### config.mk
export PLATFORM = sky130hd
export DESIGN_NAME = load_store_access_check
export DESIGN_NICKNAME = d
export VERILOG_FILES = /design/src/lsu_pkg.sv /design/src/lsu_if.sv /design/src/byte_order_unit.sv /design/src/creg_check_unit.sv /design/src/load_store_access_check.sv
export VERILOG_INCLUDE_DIRS = /design/src
export SDC_FILE = /design/constraint.sdc
export NUM_CORES = 1
export LEC_CHECK = 0
export ABC_CLOCK_PERIOD_IN_PS = 4700
export BUFFER_PORTS_ARGS = -buffer_cell sky130_fd_sc_hd__buf_2
export CAP_MARGIN = 20
export CELL_PAD_IN_SITES_DETAIL_PLACEMENT = 1
export CELL_PAD_IN_SITES_GLOBAL_PLACEMENT = 2
export CORE_ASPECT_RATIO = 2
export CORE_MARGIN = 2
export CORE_UTILIZATION = 30
export CTS_BUF_LIST = sky130_fd_sc_hd__clkbuf_2
export CTS_CLUSTER_SIZE = 24
export DETAILED_ROUTE_END_ITERATION = 12
export PLACE_DENSITY = 0.9
export SLEW_MARGIN = 20
export SYNTH_ARGS = -nofsm -noshare
export SYNTH_HDL_FRONTEND = slang
export SYNTH_HIERARCHICAL = 1
export SYNTH_SLANG_ARGS = --single-unit
### constraint.sdc
create_clock -name clk_i -period 4.7 [get_ports clk_i]
set_clock_uncertainty 0.15 [all_clocks]
set_input_delay 0.94 -clock clk_i [delete_from_list [all_inputs] [get_ports clk_i]]
set_output_delay 0.94 -clock clk_i [all_outputs]
set_load 0.02 [all_outputs]
### src/lsu_consts.svh
// constants for the load/store access checker
`ifndef LSU_CONSTS_SVH
`define LSU_CONSTS_SVH
`define LSU_ADDR_W 32
`define LSU_DATA_W 64
`define LSU_RESP_W 32
`define LSU_LANES 8
`define LSU_CREG_BASE 32'hffff0000
`define LSU_CREG_SPACE_LSB 16
`define LSU_CREG_NUM 64
`define LSU_CREG_IDX_W 14
`define LSU_CREG_USER_RD_MASK 64'hffffffffffffffff
`define LSU_CREG_WR_MASK 64'hffffffffffffffff
`define LSU_SIZE_WORD 2'h2
`define LSU_RESP_ZERO 32'h00000000
`endif

### src/lsu_pkg.sv
// types shared by the load/store access checker modules
package lsu_pkg;
  typedef enum logic [1:0] {ACC_LOAD, ACC_DIS_LOAD, ACC_PREFETCH, ACC_STORE} access_t;
  typedef enum logic [2:0] {
    FAULT_NONE, FAULT_MISALIGN, FAULT_XLATE, FAULT_BUS, FAULT_CREG_UNMAPPED, FAULT_CREG_PERM
  } fault_t;
  // size code: 0 = 8, 1 = 16, 2 = 32, 3 = 64 bits
  typedef logic [1:0] size_t;
endpackage

### src/lsu_if.sv
// carrier between the checker and its byte orderer and control register decoder
`timescale 1ns/1ns
`include "lsu_consts.svh"
interface lsu_if;
  import lsu_pkg::*;
  logic big;
  size_t ld_size;
  logic [2:0] ld_off;
  logic [`LSU_DATA_W-1:0] ld_raw;
  logic [`LSU_DATA_W-1:0] ld_val;
  size_t st_size;
  logic [2:0] st_off;
  logic [`LSU_DATA_W-1:0] st_val;
  logic [`LSU_DATA_W-1:0] st_lanes;
  logic [`LSU_LANES-1:0] st_be;
  logic [`LSU_ADDR_W-1:0] cr_addr;
  size_t cr_size;
  logic cr_write;
  logic cr_super;
  logic cr_is_space;
  logic cr_unmapped;
  logic cr_perm_fault;
  modport ord_user(output big, ld_size, ld_off, ld_raw, st_size, st_off, st_val,
                   input ld_val, st_lanes, st_be);
  modport ord_unit(input big, ld_size, ld_off, ld_raw, st_size, st_off, st_val,
                   output ld_val, st_lanes, st_be);
  modport creg_user(output cr_addr, cr_size, cr_write, cr_super,
                    input cr_is_space, cr_unmapped, cr_perm_fault);
  modport creg_unit(input cr_addr, cr_size, cr_write, cr_super,
                    output cr_is_space, cr_unmapped, cr_perm_fault);
endinterface

### src/byte_order_unit.sv
// byte lane ordering for loads and stores in either endianness
`timescale 1ns/1ns
`include "lsu_consts.svh"
module byte_order_unit (
  // lane data in and out
  lsu_if.ord_unit ord
);
  import lsu_pkg::*;
  logic [3:0] ld_nb;
  logic [3:0] st_nb;
  logic [3:0] ld_pos [`LSU_LANES];
  logic [3:0] st_rel [`LSU_LANES];
  logic [3:0] st_src [`LSU_LANES];
  logic [`LSU_LANES-1:0] st_in;

  // bytes per access from the size code
  assign ld_nb = 4'h1 << ord.ld_size;
  assign st_nb = 4'h1 << ord.st_size;

  ////////////////////////////////////////////////////////////////////////////
  // one lane per generate step: field byte i for loads, memory lane k for stores
  genvar gi;
  generate
    for (gi = 0; gi < `LSU_LANES; gi++) begin : g_lane
      // little: byte i from start+i; big: byte i from start+n-1-i
      assign ld_pos[gi] = (ord.big ? (ld_nb - 4'h1 - 4'(gi)) : 4'(gi)) + {1'b0, ord.ld_off};
      // bytes past n stay zero, so the result is never sign extended
      assign ord.ld_val[8*gi +: 8] = (4'(gi) < ld_nb) ? ord.ld_raw[8*ld_pos[gi][2:0] +: 8] : 8'h00;
      assign st_rel[gi] = 4'(gi) - {1'b0, ord.st_off};
      assign st_in[gi] = (4'(gi) >= {1'b0, ord.st_off}) && (st_rel[gi] < st_nb);
      assign st_src[gi] = ord.big ? (st_nb - 4'h1 - st_rel[gi]) : st_rel[gi];
      // only the low n bytes of the value can reach a lane
      assign ord.st_lanes[8*gi +: 8] = st_in[gi] ? ord.st_val[8*st_src[gi][2:0] +: 8] : 8'h00;
      assign ord.st_be[gi] = st_in[gi];
    end
  endgenerate
endmodule

### src/creg_check_unit.sv
// control register space decode and per register permission
`timescale 1ns/1ns
`include "lsu_consts.svh"
module creg_check_unit #(
  parameter int NUM_CREG = `LSU_CREG_NUM,
  parameter logic [63:0] USER_RD_MASK = `LSU_CREG_USER_RD_MASK,
  parameter logic [63:0] WR_MASK = `LSU_CREG_WR_MASK
) (
  // address in, verdict out
  lsu_if.creg_unit cr
);
  import lsu_pkg::*;
  localparam logic [31:0] BASE = `LSU_CREG_BASE;
  logic [`LSU_CREG_IDX_W-1:0] idx;
  logic defined;
  logic rd_ok;
  logic wr_ok;

  // decode of the space and of the register index
  assign cr.cr_is_space = cr.cr_addr[31:`LSU_CREG_SPACE_LSB] == BASE[31:`LSU_CREG_SPACE_LSB];
  assign idx = cr.cr_addr[`LSU_CREG_SPACE_LSB-1:2];
  // only whole words reach a control register; anything else counts as unmapped
  assign defined = (32'(idx) < 32'(NUM_CREG)) && (cr.cr_size == `LSU_SIZE_WORD);
  assign cr.cr_unmapped = cr.cr_is_space && !defined;
  // read and write rights are judged apart
  assign rd_ok = cr.cr_super || USER_RD_MASK[idx[5:0]];
  assign wr_ok = cr.cr_super && WR_MASK[idx[5:0]];
  assign cr.cr_perm_fault = cr.cr_is_space && defined && (cr.cr_write ? !wr_ok : !rd_ok);
endmodule

### src/load_store_access_check.sv
// checks, orders and issues the core's data memory accesses
`timescale 1ns/1ns
`include "lsu_consts.svh"
module load_store_access_check (
  // clock and reset
  input wire logic clk_i,
  input wire logic rst_i,
  // request from the pipeline
  input wire logic req_valid_i,
  input wire lsu_pkg::access_t req_kind_i,
  input wire lsu_pkg::size_t req_size_i,
  input wire logic [31:0] req_addr_i,
  input wire logic [63:0] req_wdata_i,
  input wire logic bundle_fault_i,
  output logic req_ready_o,
  // status word bits
  input wire logic translation_on_i,
  input wire logic spec_load_align_trap_on_i,
  input wire logic dynamic_translation_on_i,
  input wire logic big_endian_i,
  input wire logic supervisor_i,
  // translation lookup result for req_addr_i
  input wire logic tlb_match_i,
  input wire logic tlb_multi_i,
  input wire logic tlb_read_ok_i,
  input wire logic tlb_write_ok_i,
  input wire logic [31:0] tlb_paddr_i,
  input wire logic system_control_unit_region_i,
  // data breakpoint range
  input wire logic dbreak_on_i,
  input wire logic [31:0] dbreak_lo_i,
  input wire logic [31:0] dbreak_hi_i,
  // memory request and response
  output logic mem_req_o,
  output logic mem_we_o,
  output logic mem_creg_o,
  output logic [31:0] mem_paddr_o,
  output lsu_pkg::size_t mem_size_o,
  output logic [63:0] mem_wdata_o,
  output logic [7:0] mem_be_o,
  input wire logic mem_rvalid_i,
  input wire logic mem_rerr_i,
  input wire logic [63:0] mem_rdata_i,
  // load response to the pipeline
  output logic resp_valid_o,
  output logic [31:0] resp_data_o,
  // exceptions and hints
  output logic fault_valid_o,
  output lsu_pkg::fault_t fault_kind_o,
  output logic [31:0] fault_addr_o,
  output logic prefetch_o,
  output logic [31:0] prefetch_addr_o,
  output logic dbreak_hit_o
);
  import lsu_pkg::*;

  lsu_if lif();
  logic [2:0] nb_mask;
  logic misal;
  logic no_xlate;
  logic rd_viol;
  logic wr_viol;
  logic dis_zero;
  logic do_pref;
  logic accept;
  logic go;
  logic rsp_take;
  logic [31:0] paddr;
  fault_t next_fault;
  logic pend_valid;
  logic [31:0] pend_vaddr;
  size_t pend_size;
  logic [2:0] pend_off;
  logic next_pend;

  ////////////////////////////////////////////////////////////////////////////
  // helpers
  byte_order_unit u_order (.ord(lif.ord_unit));
  creg_check_unit u_creg (.cr(lif.creg_unit));

  // orderer: stores from the request, loads from the pending read
  assign lif.big = big_endian_i;
  assign lif.st_size = req_size_i;
  assign lif.st_off = paddr[2:0];
  assign lif.st_val = req_wdata_i;
  assign lif.ld_size = pend_size;
  assign lif.ld_off = pend_off;
  assign lif.ld_raw = mem_rdata_i;
  assign lif.cr_addr = req_addr_i;
  assign lif.cr_size = req_size_i;
  assign lif.cr_write = req_kind_i == ACC_STORE;
  assign lif.cr_super = supervisor_i;

  ////////////////////////////////////////////////////////////////////////////
  // address checks on the incoming request
  assign nb_mask = 3'((4'h1 << req_size_i) - 4'h1);
  assign misal = |(req_addr_i[2:0] & nb_mask);
  assign no_xlate = translation_on_i && !tlb_match_i;
  assign rd_viol = translation_on_i && !tlb_read_ok_i;
  assign wr_viol = translation_on_i && !tlb_write_ok_i;
  // control registers sit outside translation; dismissible loads always take the lookup path
  assign paddr = (lif.cr_is_space && req_kind_i != ACC_DIS_LOAD) ? req_addr_i : tlb_paddr_i;
  assign accept = req_valid_i && req_ready_o;
  // own fault or a sibling's fault keeps memory and registers untouched
  assign go = accept && !bundle_fault_i && (next_fault == FAULT_NONE);
  assign rsp_take = pend_valid && mem_rvalid_i;

  // fault selection per access kind; if-else order gives the priority
  always_comb begin
    next_fault = FAULT_NONE;
    dis_zero = 1'b0;
    do_pref = 1'b0;
    case (req_kind_i)
      ACC_LOAD: begin
        if (misal) begin
          next_fault = FAULT_MISALIGN;
        end else if (lif.cr_is_space) begin
          if (lif.cr_unmapped) begin
            next_fault = FAULT_CREG_UNMAPPED;
          end else if (lif.cr_perm_fault) begin
            next_fault = FAULT_CREG_PERM;
          end
        end else if (translation_on_i && (no_xlate || tlb_multi_i || rd_viol)) begin
          next_fault = FAULT_XLATE;
        end
      end
      ACC_DIS_LOAD: begin
        if (misal && spec_load_align_trap_on_i) begin
          next_fault = FAULT_MISALIGN;
        end else if (translation_on_i && (tlb_multi_i || (dynamic_translation_on_i && no_xlate))) begin
          next_fault = FAULT_XLATE;
        end
        dis_zero = misal || no_xlate || rd_viol || !system_control_unit_region_i;
      end
      ACC_PREFETCH: begin
        // a hint only: it never selects a fault
        do_pref = !no_xlate && !tlb_multi_i && !rd_viol && system_control_unit_region_i;
      end
      ACC_STORE: begin
        if (misal) begin
          next_fault = FAULT_MISALIGN;
        end else if (lif.cr_is_space) begin
          if (lif.cr_unmapped) begin
            next_fault = FAULT_CREG_UNMAPPED;
          end else if (lif.cr_perm_fault) begin
            next_fault = FAULT_CREG_PERM;
          end
        end else if (no_xlate || tlb_multi_i || wr_viol) begin
          next_fault = FAULT_XLATE;
        end
      end
      default: begin
        next_fault = FAULT_NONE;
      end
    endcase
  end

  ////////////////////////////////////////////////////////////////////////////
  // exception report: one cycle; a bus error can only arrive while nothing is accepted
  always_ff @(posedge clk_i) begin
    if (rst_i) begin
      fault_valid_o <= 1'b0;
      fault_kind_o <= FAULT_NONE;
      fault_addr_o <= 32'h00000000;
    end else if (rsp_take && mem_rerr_i) begin
      fault_valid_o <= 1'b1;
      fault_kind_o <= FAULT_BUS;
      fault_addr_o <= pend_vaddr;
    end else if (accept && next_fault != FAULT_NONE) begin
      fault_valid_o <= 1'b1;
      fault_kind_o <= next_fault;
      fault_addr_o <= req_addr_i;
    end else begin
      fault_valid_o <= 1'b0;
    end
  end

  // memory request issue
  always_ff @(posedge clk_i) begin
    if (rst_i) begin
      mem_req_o <= 1'b0;
      mem_we_o <= 1'b0;
      mem_creg_o <= 1'b0;
      mem_paddr_o <= 32'h00000000;
      mem_size_o <= 2'h0;
      mem_wdata_o <= 64'h0000000000000000;
      mem_be_o <= 8'h00;
    end else begin
      mem_req_o <= go && (req_kind_i == ACC_LOAD || req_kind_i == ACC_STORE ||
                          (req_kind_i == ACC_DIS_LOAD && !dis_zero));
      mem_we_o <= req_kind_i == ACC_STORE;
      mem_creg_o <= lif.cr_is_space && req_kind_i != ACC_DIS_LOAD;
      mem_paddr_o <= paddr;
      mem_size_o <= req_size_i;
      mem_wdata_o <= lif.st_lanes;
      mem_be_o <= (req_kind_i == ACC_STORE) ? lif.st_be : 8'h00;
    end
  end

  ////////////////////////////////////////////////////////////////////////////
  // single outstanding read: new requests wait, so a late answer cannot be mixed up
  always_comb begin
    next_pend = pend_valid;
    if (rsp_take) begin
      next_pend = 1'b0;
    end else if (go && (req_kind_i == ACC_LOAD || (req_kind_i == ACC_DIS_LOAD && !dis_zero))) begin
      next_pend = 1'b1;
    end
  end

  // pending read context
  always_ff @(posedge clk_i) begin
    if (rst_i) begin
      pend_valid <= 1'b0;
      req_ready_o <= 1'b1;
      pend_vaddr <= 32'h00000000;
      pend_size <= 2'h0;
      pend_off <= 3'h0;
    end else begin
      pend_valid <= next_pend;
      req_ready_o <= !next_pend;
      if (go && !pend_valid) begin
        pend_vaddr <= req_addr_i;
        pend_size <= req_size_i;
        pend_off <= paddr[2:0];
      end
    end
  end

  // load response: zero for a dismissed read, else assembled bytes
  always_ff @(posedge clk_i) begin
    if (rst_i) begin
      resp_valid_o <= 1'b0;
      resp_data_o <= `LSU_RESP_ZERO;
    end else if (go && req_kind_i == ACC_DIS_LOAD && dis_zero) begin
      resp_valid_o <= 1'b1;
      resp_data_o <= `LSU_RESP_ZERO;
    end else if (rsp_take && !mem_rerr_i) begin
      resp_valid_o <= 1'b1;
      resp_data_o <= lif.ld_val[31:0];
    end else begin
      resp_valid_o <= 1'b0;
    end
  end

  ////////////////////////////////////////////////////////////////////////////
  // prefetch hint and data breakpoint flag
  always_ff @(posedge clk_i) begin
    if (rst_i) begin
      prefetch_o <= 1'b0;
      prefetch_addr_o <= 32'h00000000;
      dbreak_hit_o <= 1'b0;
    end else begin
      prefetch_o <= accept && !bundle_fault_i && req_kind_i == ACC_PREFETCH && do_pref;
      prefetch_addr_o <= req_addr_i;
      dbreak_hit_o <= accept && req_kind_i != ACC_PREFETCH && dbreak_on_i &&
                      req_addr_i >= dbreak_lo_i && req_addr_i <= dbreak_hi_i;
    end
  end

  ////////////////////////////////////////////////////////////////////////////
  // checks on the driven outputs
  AST_LOAD_MISALIGN: assert property (@(posedge clk_i) disable iff (rst_i)
    accept && req_kind_i == ACC_LOAD && misal |=> fault_valid_o &&
    fault_kind_o == FAULT_MISALIGN && fault_addr_o == $past(req_addr_i) && !mem_req_o)
    else $error("misaligned load not trapped");
  AST_LOAD_XLATE: assert property (@(posedge clk_i) disable iff (rst_i)
    accept && req_kind_i == ACC_LOAD && !misal && !lif.cr_is_space && translation_on_i &&
    tlb_multi_i |=> fault_valid_o && fault_kind_o == FAULT_XLATE)
    else $error("load translation fault missing");
  AST_DIS_NO_TRAP: assert property (@(posedge clk_i) disable iff (rst_i)
    accept && req_kind_i == ACC_DIS_LOAD && !spec_load_align_trap_on_i && !translation_on_i
    |=> !fault_valid_o)
    else $error("dismissible load faulted");
  AST_DIS_ZERO: assert property (@(posedge clk_i) disable iff (rst_i)
    go && req_kind_i == ACC_DIS_LOAD && misal |=> resp_valid_o && resp_data_o == 32'h0 &&
    !mem_req_o)
    else $error("dismissed load not zero");
  AST_BUS_FAULT: assert property (@(posedge clk_i) disable iff (rst_i)
    rsp_take && mem_rerr_i |=> fault_valid_o && fault_kind_o == FAULT_BUS &&
    fault_addr_o == $past(pend_vaddr) && !resp_valid_o)
    else $error("bus read error lost");
  AST_PADDR: assert property (@(posedge clk_i) disable iff (rst_i)
    go && !lif.cr_is_space && req_kind_i == ACC_STORE |=> mem_req_o &&
    mem_paddr_o == $past(tlb_paddr_i))
    else $error("store not at translated address");
  AST_ONE_READ: assert property (@(posedge clk_i) disable iff (rst_i)
    mem_req_o && !mem_we_o |-> !req_ready_o ##0 (pend_valid [*1]))
    else $error("read issued without pending context");
  AST_PREFETCH_QUIET: assert property (@(posedge clk_i) disable iff (rst_i)
    accept && req_kind_i == ACC_PREFETCH |=> !fault_valid_o && !mem_req_o)
    else $error("prefetch raised a fault");
  AST_STORE_BYTES: assert property (@(posedge clk_i) disable iff (rst_i)
    go && req_kind_i == ACC_STORE |=> mem_we_o && $countones(mem_be_o) == (1 << mem_size_o))
    else $error("store byte enables wrong");
  AST_BUNDLE_HOLD: assert property (@(posedge clk_i) disable iff (rst_i)
    accept && bundle_fault_i |=> !mem_req_o && !resp_valid_o && !prefetch_o)
    else $error("faulted bundle updated state");
  AST_CREG_WORD: assert property (@(posedge clk_i) disable iff (rst_i)
    accept && req_kind_i == ACC_LOAD && lif.cr_is_space && !misal && req_size_i != 2'h2
    |=> fault_valid_o && fault_kind_o == FAULT_CREG_UNMAPPED)
    else $error("non-word control register access passed");
endmodule

Word level (Yosys, flattened, before mapping)
Memory sizes are Yosys's and may differ from the RTL's. Index checks and enable logic that the tools add are counted.

Muxes and demuxes: 42. Shift-type cells: 14. Bitwise gates (word level): 10. Eq/ne operators: 7. Add/sub/neg operators: 25. Order comparisons: 23. Reductions and logical operators: 84.

Operators by type and width (count): variable part select 64 x 7 -> 8 bit (12); two-way mux 32 bit (3); two-way mux 3 bit (18); logical AND 1 bit (42); >= comparator 32 bit (1); less-or-equal comparator 32 bit (1); less-than comparator 4 bit (8); two-way mux 8 bit (4); subtractor 3 bit (8); OR reduction 2 bit (11); equality test 16 bit (second input constant) (1); subtractor 3 x 3 -> 4 bit (first input constant) (4); logical NOT 1 bit (15); less-than comparator 14 x 7 -> 1 bit (second input constant) (1); adder 3 bit (4); two-way mux 2 bit (6); logical OR 1 bit (11); two-way mux 1 bit (10); >= comparator 3 bit (first input constant) (3); NOT 1 bit (9); case mux 3 bit (3 select lines) (1); subtractor 3 x 1 -> 3 bit (second input constant) (3); less-than comparator 1 x 4 -> 1 bit (first input constant) (2); less-than comparator 2 x 4 -> 1 bit (first input constant) (2); other kinds (17) (25).

Memories: 1. Bits in registers: 251. Logic and storage cells: 234. Output and inout port bits: 213. Bits of input ports: 277. Memory bits (read-only): 64.

Memories: (no name shown) (words 64, bits a word 1, rd ports 1, clocked after memory_dff 0, write ports 0, RTL line creg_check_unit.sv:27) `assign wr_ok = cr.cr_super && WR_MASK[idx[5:0]];`.

Longest topological paths before layout
Depth in word-level cells: 17. Depth in mapped cells: 18. Gate-level depth less buffers: 17.

Cells and area by module
Netlist, hierarchy kept.

Modules (own cells, without submodules): load_store_access_check (area each 10391.2 µm², instances 1, cells an instance 1075, seq. area each 5024.8 µm²); byte_order_unit (area each 6379.9 µm², instances 1, cells an instance 590, seq. area each 0.0 µm²); creg_check_unit (area each 82.6 µm², instances 1, cells an instance 11, seq. area each 0.0 µm²).

Worst setup path after synthesis
Ideal clock, no wire load.

Kind: input -> register. From: input req_addr_i[21]. To: register mem_wdata_o[36]. Stages: 13. Data required time: 4.422 ns. Path buffers: 1. Slack: -0.404 ns. Library setup time: 0.128 ns. Data arrival time: 4.826 ns. Cells stage by stage: nand4_1 > nor4_1 > nand2_1 > o21ai_0 > inv_2 > ha_1 > inv_1 > fa_1 > mux2i_1 > buf_2 > mux4_2 > a22o_1 > nor2b_1.

Longest elaborated chain between the ends: 8. Elaborated cells on any way between the ends: 12. Classes of those cells: add/sub (2); order compare (2); eq/ne (1); shift (1); mux (2); bitwise (1); reduce/logical (3).

RTL lines: start: declaration (RTL line load_store_access_check.sv:12) `input wire logic [31:0] req_addr_i,`; equality test 16 bit * (RTL line creg_check_unit.sv:20) `` assign cr.cr_is_space = cr.cr_addr[31:`LSU_CREG_SPACE_LSB] == BASE[31:`LSU_CREG_SPACE_LSB]; ``; net lif.cr_is_space (RTL line lsu_if.sv:20) `logic cr_is_space;`; logical AND 1 bit * (RTL line load_store_access_check.sv:102) `assign paddr = (lif.cr_is_space && req_kind_i != ACC_DIS_LOAD) ? req_addr_i : tlb_paddr_i;`; two-way mux 32 bit * (RTL line load_store_access_check.sv:102); net paddr[0] (RTL line load_store_access_check.sv:68) `logic [31:0] paddr;`; parallel branches: the longest is 5 deep, another holds subtractor 3 x 3 -> 4 bit; end signal: assignment (RTL line load_store_access_check.sv:195) `mem_wdata_o <= lif.st_lanes;`; end: declaration (RTL line load_store_access_check.sv:39) `output logic [63:0] mem_wdata_o,`.

Mark *: on every way through the listed nets, which the timed path passes. A chain may end at the register's enable or synchronous reset.

Worst setup path in the final report
From: input req_addr_i[20]. To: register mem_wdata_o[34].

The elaborated chain is that of the path after synthesis.

==> impl_metrics.tcl <==
set metrics [dict create \
    outcome "finished, final reports clean" \
    cts.htree.levels 3 \
    wl_per_cell_um 25.2 \
    total_power_mw 6.28 \
    num_io_pins 490 \
    fmax_mhz 250 \
    syn2layout_area_growth_pct 30.0 \
    intPower_mw 4.07 \
    syn-num-nets 1983 \
    pre_cts_ws_ps -216 \
    crit_type "in2reg" \
    fin_crit_ps 4010 \
    core-area_um2 54200 \
    drc 0 \
    slew_headroom_pct 30.9 \
    critPathTopFamily "simple AND/OR/NAND/NOR gates" \
    cp_slowest_cell "o31ai_1" \
    grt_pass1_wl_um 108000 \
    sw_frac_of_total_pct 35.3 \
    initial_core_util_pct 30.2 \
    nets 2579 \
    endpoint_kind "flip-flop" \
    fin_ws_ps 694 \
    tightest_slew_ps 1040 \
    period_share_pct 85.2 \
    setup_tns_ps 0 \
    die_x_um 169 \
    track_usage_pct 25.3 \
    yosysWarnings 6 \
    postSynthAreaPerCell_um2 10.3 \
    finalSetupViolations 0 \
    grt_max_degree 97 \
    numClockSinks 251 \
    synthCells 1593 \
    hold_class "in2reg" \
    port_buffers 489 \
    seqPwrFrac_pct 36.5 \
    power.share.combinational_pct 32.6 \
    stdcell_count 2920 \
    cp-start-kind "primary input" \
    dr_total_vias 16200 \
    cts.clk_slew.worst_paths_ps 100 \
    path_cells "buf_2, nand4_1, nor4_4, buf_4, nor2b_4, nand2_1, nand2_2, inv_1, ha_1, inv_1, fa_1, a21boi_0, o31ai_1, and4bb_1, a22o_1, nor2b_1" \
    vdd_drop_max_mv 0.207 \
    leakagePower_nw 10.1 \
    root_buffer "clkbuf_2" \
    clock_latency_ps 990 \
    cts_tree "done" \
    crit_fanout 8 \
    grt_pass1_vias 17700 \
    synthesis.area_um2 16300 \
    rsz0062_at_grt "no" \
    die_h_um 334 \
    dr.pass1.iters 5 \
    p_clk_share_pct 30.8 \
    dp_hpwl_um 56800 \
    antenna_found_initial 19 \
    p_sw_mw 2.22 \
    dpl.cell_count 2762 \
    slew_violations 0 \
    dieArea_um2 56500 \
    arrival_ps 4710 \
    place.gp.congestion 0.967 \
    place_area_um2 20100 \
    grt-ovfl-total 0 \
    final_layout_size_suffix_gt1_share_pct 40.6 \
    viasPerCell 5.56 \
    critPathBufInv 4 \
    hold_viol_final 0 \
    cts_buffers 66 \
    drt_wl_total_um 73600 \
    drt.antenna.violating_nets 0 \
    pwr_density_cell_nw_per_um2 296 \
    drt_iter0_markers 946 \
    clock_tree.buffer_depth 3 \
    path_common_cell "inv_1" \
    finish.instance_area_um2 21200 \
    crit_required_ps 5400 \
    slowest_delay_ps 480 \
    rows 121 \
    maxCapViolCount 0 \
]
per-layer routing:
layer  share of wire (%)  global-route usage (%)  wire, µm  up-vias
met5                0.18                       0       130        -
met4                 7.5                    18.1      5520       20
met3                 7.2                    6.73      5300      299
met2                  51                    45.6     37200      868
met1                  34                    24.7     25400     7945
li1                    -                       -         -     7089
metrics by stage:
stage	util (%)	hold WS, ps
global placement	37.2	325
floorplan	-	363
global route	39.2	22.6
detailed placement	37.2	338
CTS	39.2	6.76
finish	39.2	109
timing repair:
item                                   in CTS  in global routing
setup buffers                               0                  0
resized for setup                           0                  0
endpoints found under the hold margin      31                  0
hold buffers                               35                  0
cells in the final DEF, fill, tap and decap left out, types with 10 or more instances in the layout:
master and count:
buf_2 488, dfxtp_1 251, nor2b_1 142, nand2_1 124, mux4_2 123, nor2_1 107, ha_1 103, buf_4 103
inv_1 90, clkbuf_2 89, a211oi_1 72, a21oi_1 70, a22o_1 64, mux2i_1 48, o21ai_0 41, dlygate4sd3_1 35
mux2_4 30, nand4_1 20, a21o_1 15, clkinv_1 11, and2_1 10, buf_12 10
registers in the layout (all words and copies together) (netlist names):
register and count:
dbreak_hit_o 1, fault_addr_o 32, fault_kind_o 3, fault_valid_o 1
lif.ld_off 3, lif.ld_size 2, mem_be_o 8, mem_creg_o 1
mem_paddr_o 32, mem_req_o 1, mem_size_o 2, mem_wdata_o 64
mem_we_o 1, pend_vaddr 32, pend_valid 1, prefetch_addr_o 32
prefetch_o 1, req_ready_o 1, resp_data_o 32, resp_valid_o 1
worst register-to-register path, delay by kind of cell (launching register included):
kind | cells | cell delay (ps)
AO/OA/AOI/OAI | 1 | 450
XOR/XNOR | 2 | 810
adder cells (fa/ha/maj) | 3 | 1090
buffers and inverters | 2 | 260
flip-flops | 1 | 400
multiplexers | 1 | 130
AND/OR/NAND/NOR | 3 | 480
power by group through the flow:
stage	logic (mW)	registers (mW)	clock network, mW
2_1_floorplan	1.10	2.45	0
3_3_place_gp	1.92	2.34	0
3_5_place_dp	2.00	2.34	0
4_1_cts	2.03	2.30	2.01
5_1_grt	2.17	2.31	2.10
6_report	2.05	2.30	1.94
worst paths after layout:
kind         cells after the start  slack (ps)               to       startpoint
max                             16         690  mem_wdata_o[34]   req_addr_i[20]
min                              3         110  mem_paddr_o[12]   req_addr_i[12]
max reg2reg                     12         820   resp_data_o[0]   lif.ld_size[1]
min reg2reg                      2         360  resp_data_o[31]  resp_data_o[31]
cell type report:
cell class | instances | area, µm²
antenna | 9 | 22.5
clock buffer | 89 | 445
clock inverter | 25 | 289
fill | 6289 | 33000
inverter | 91 | 342
multi-input combinational | 1142 | 10500
sequential | 251 | 5020
tap | 676 | 846
timing repair buffer | 637 | 3780
Note: power is estimated with default switching activity, not from simulation.
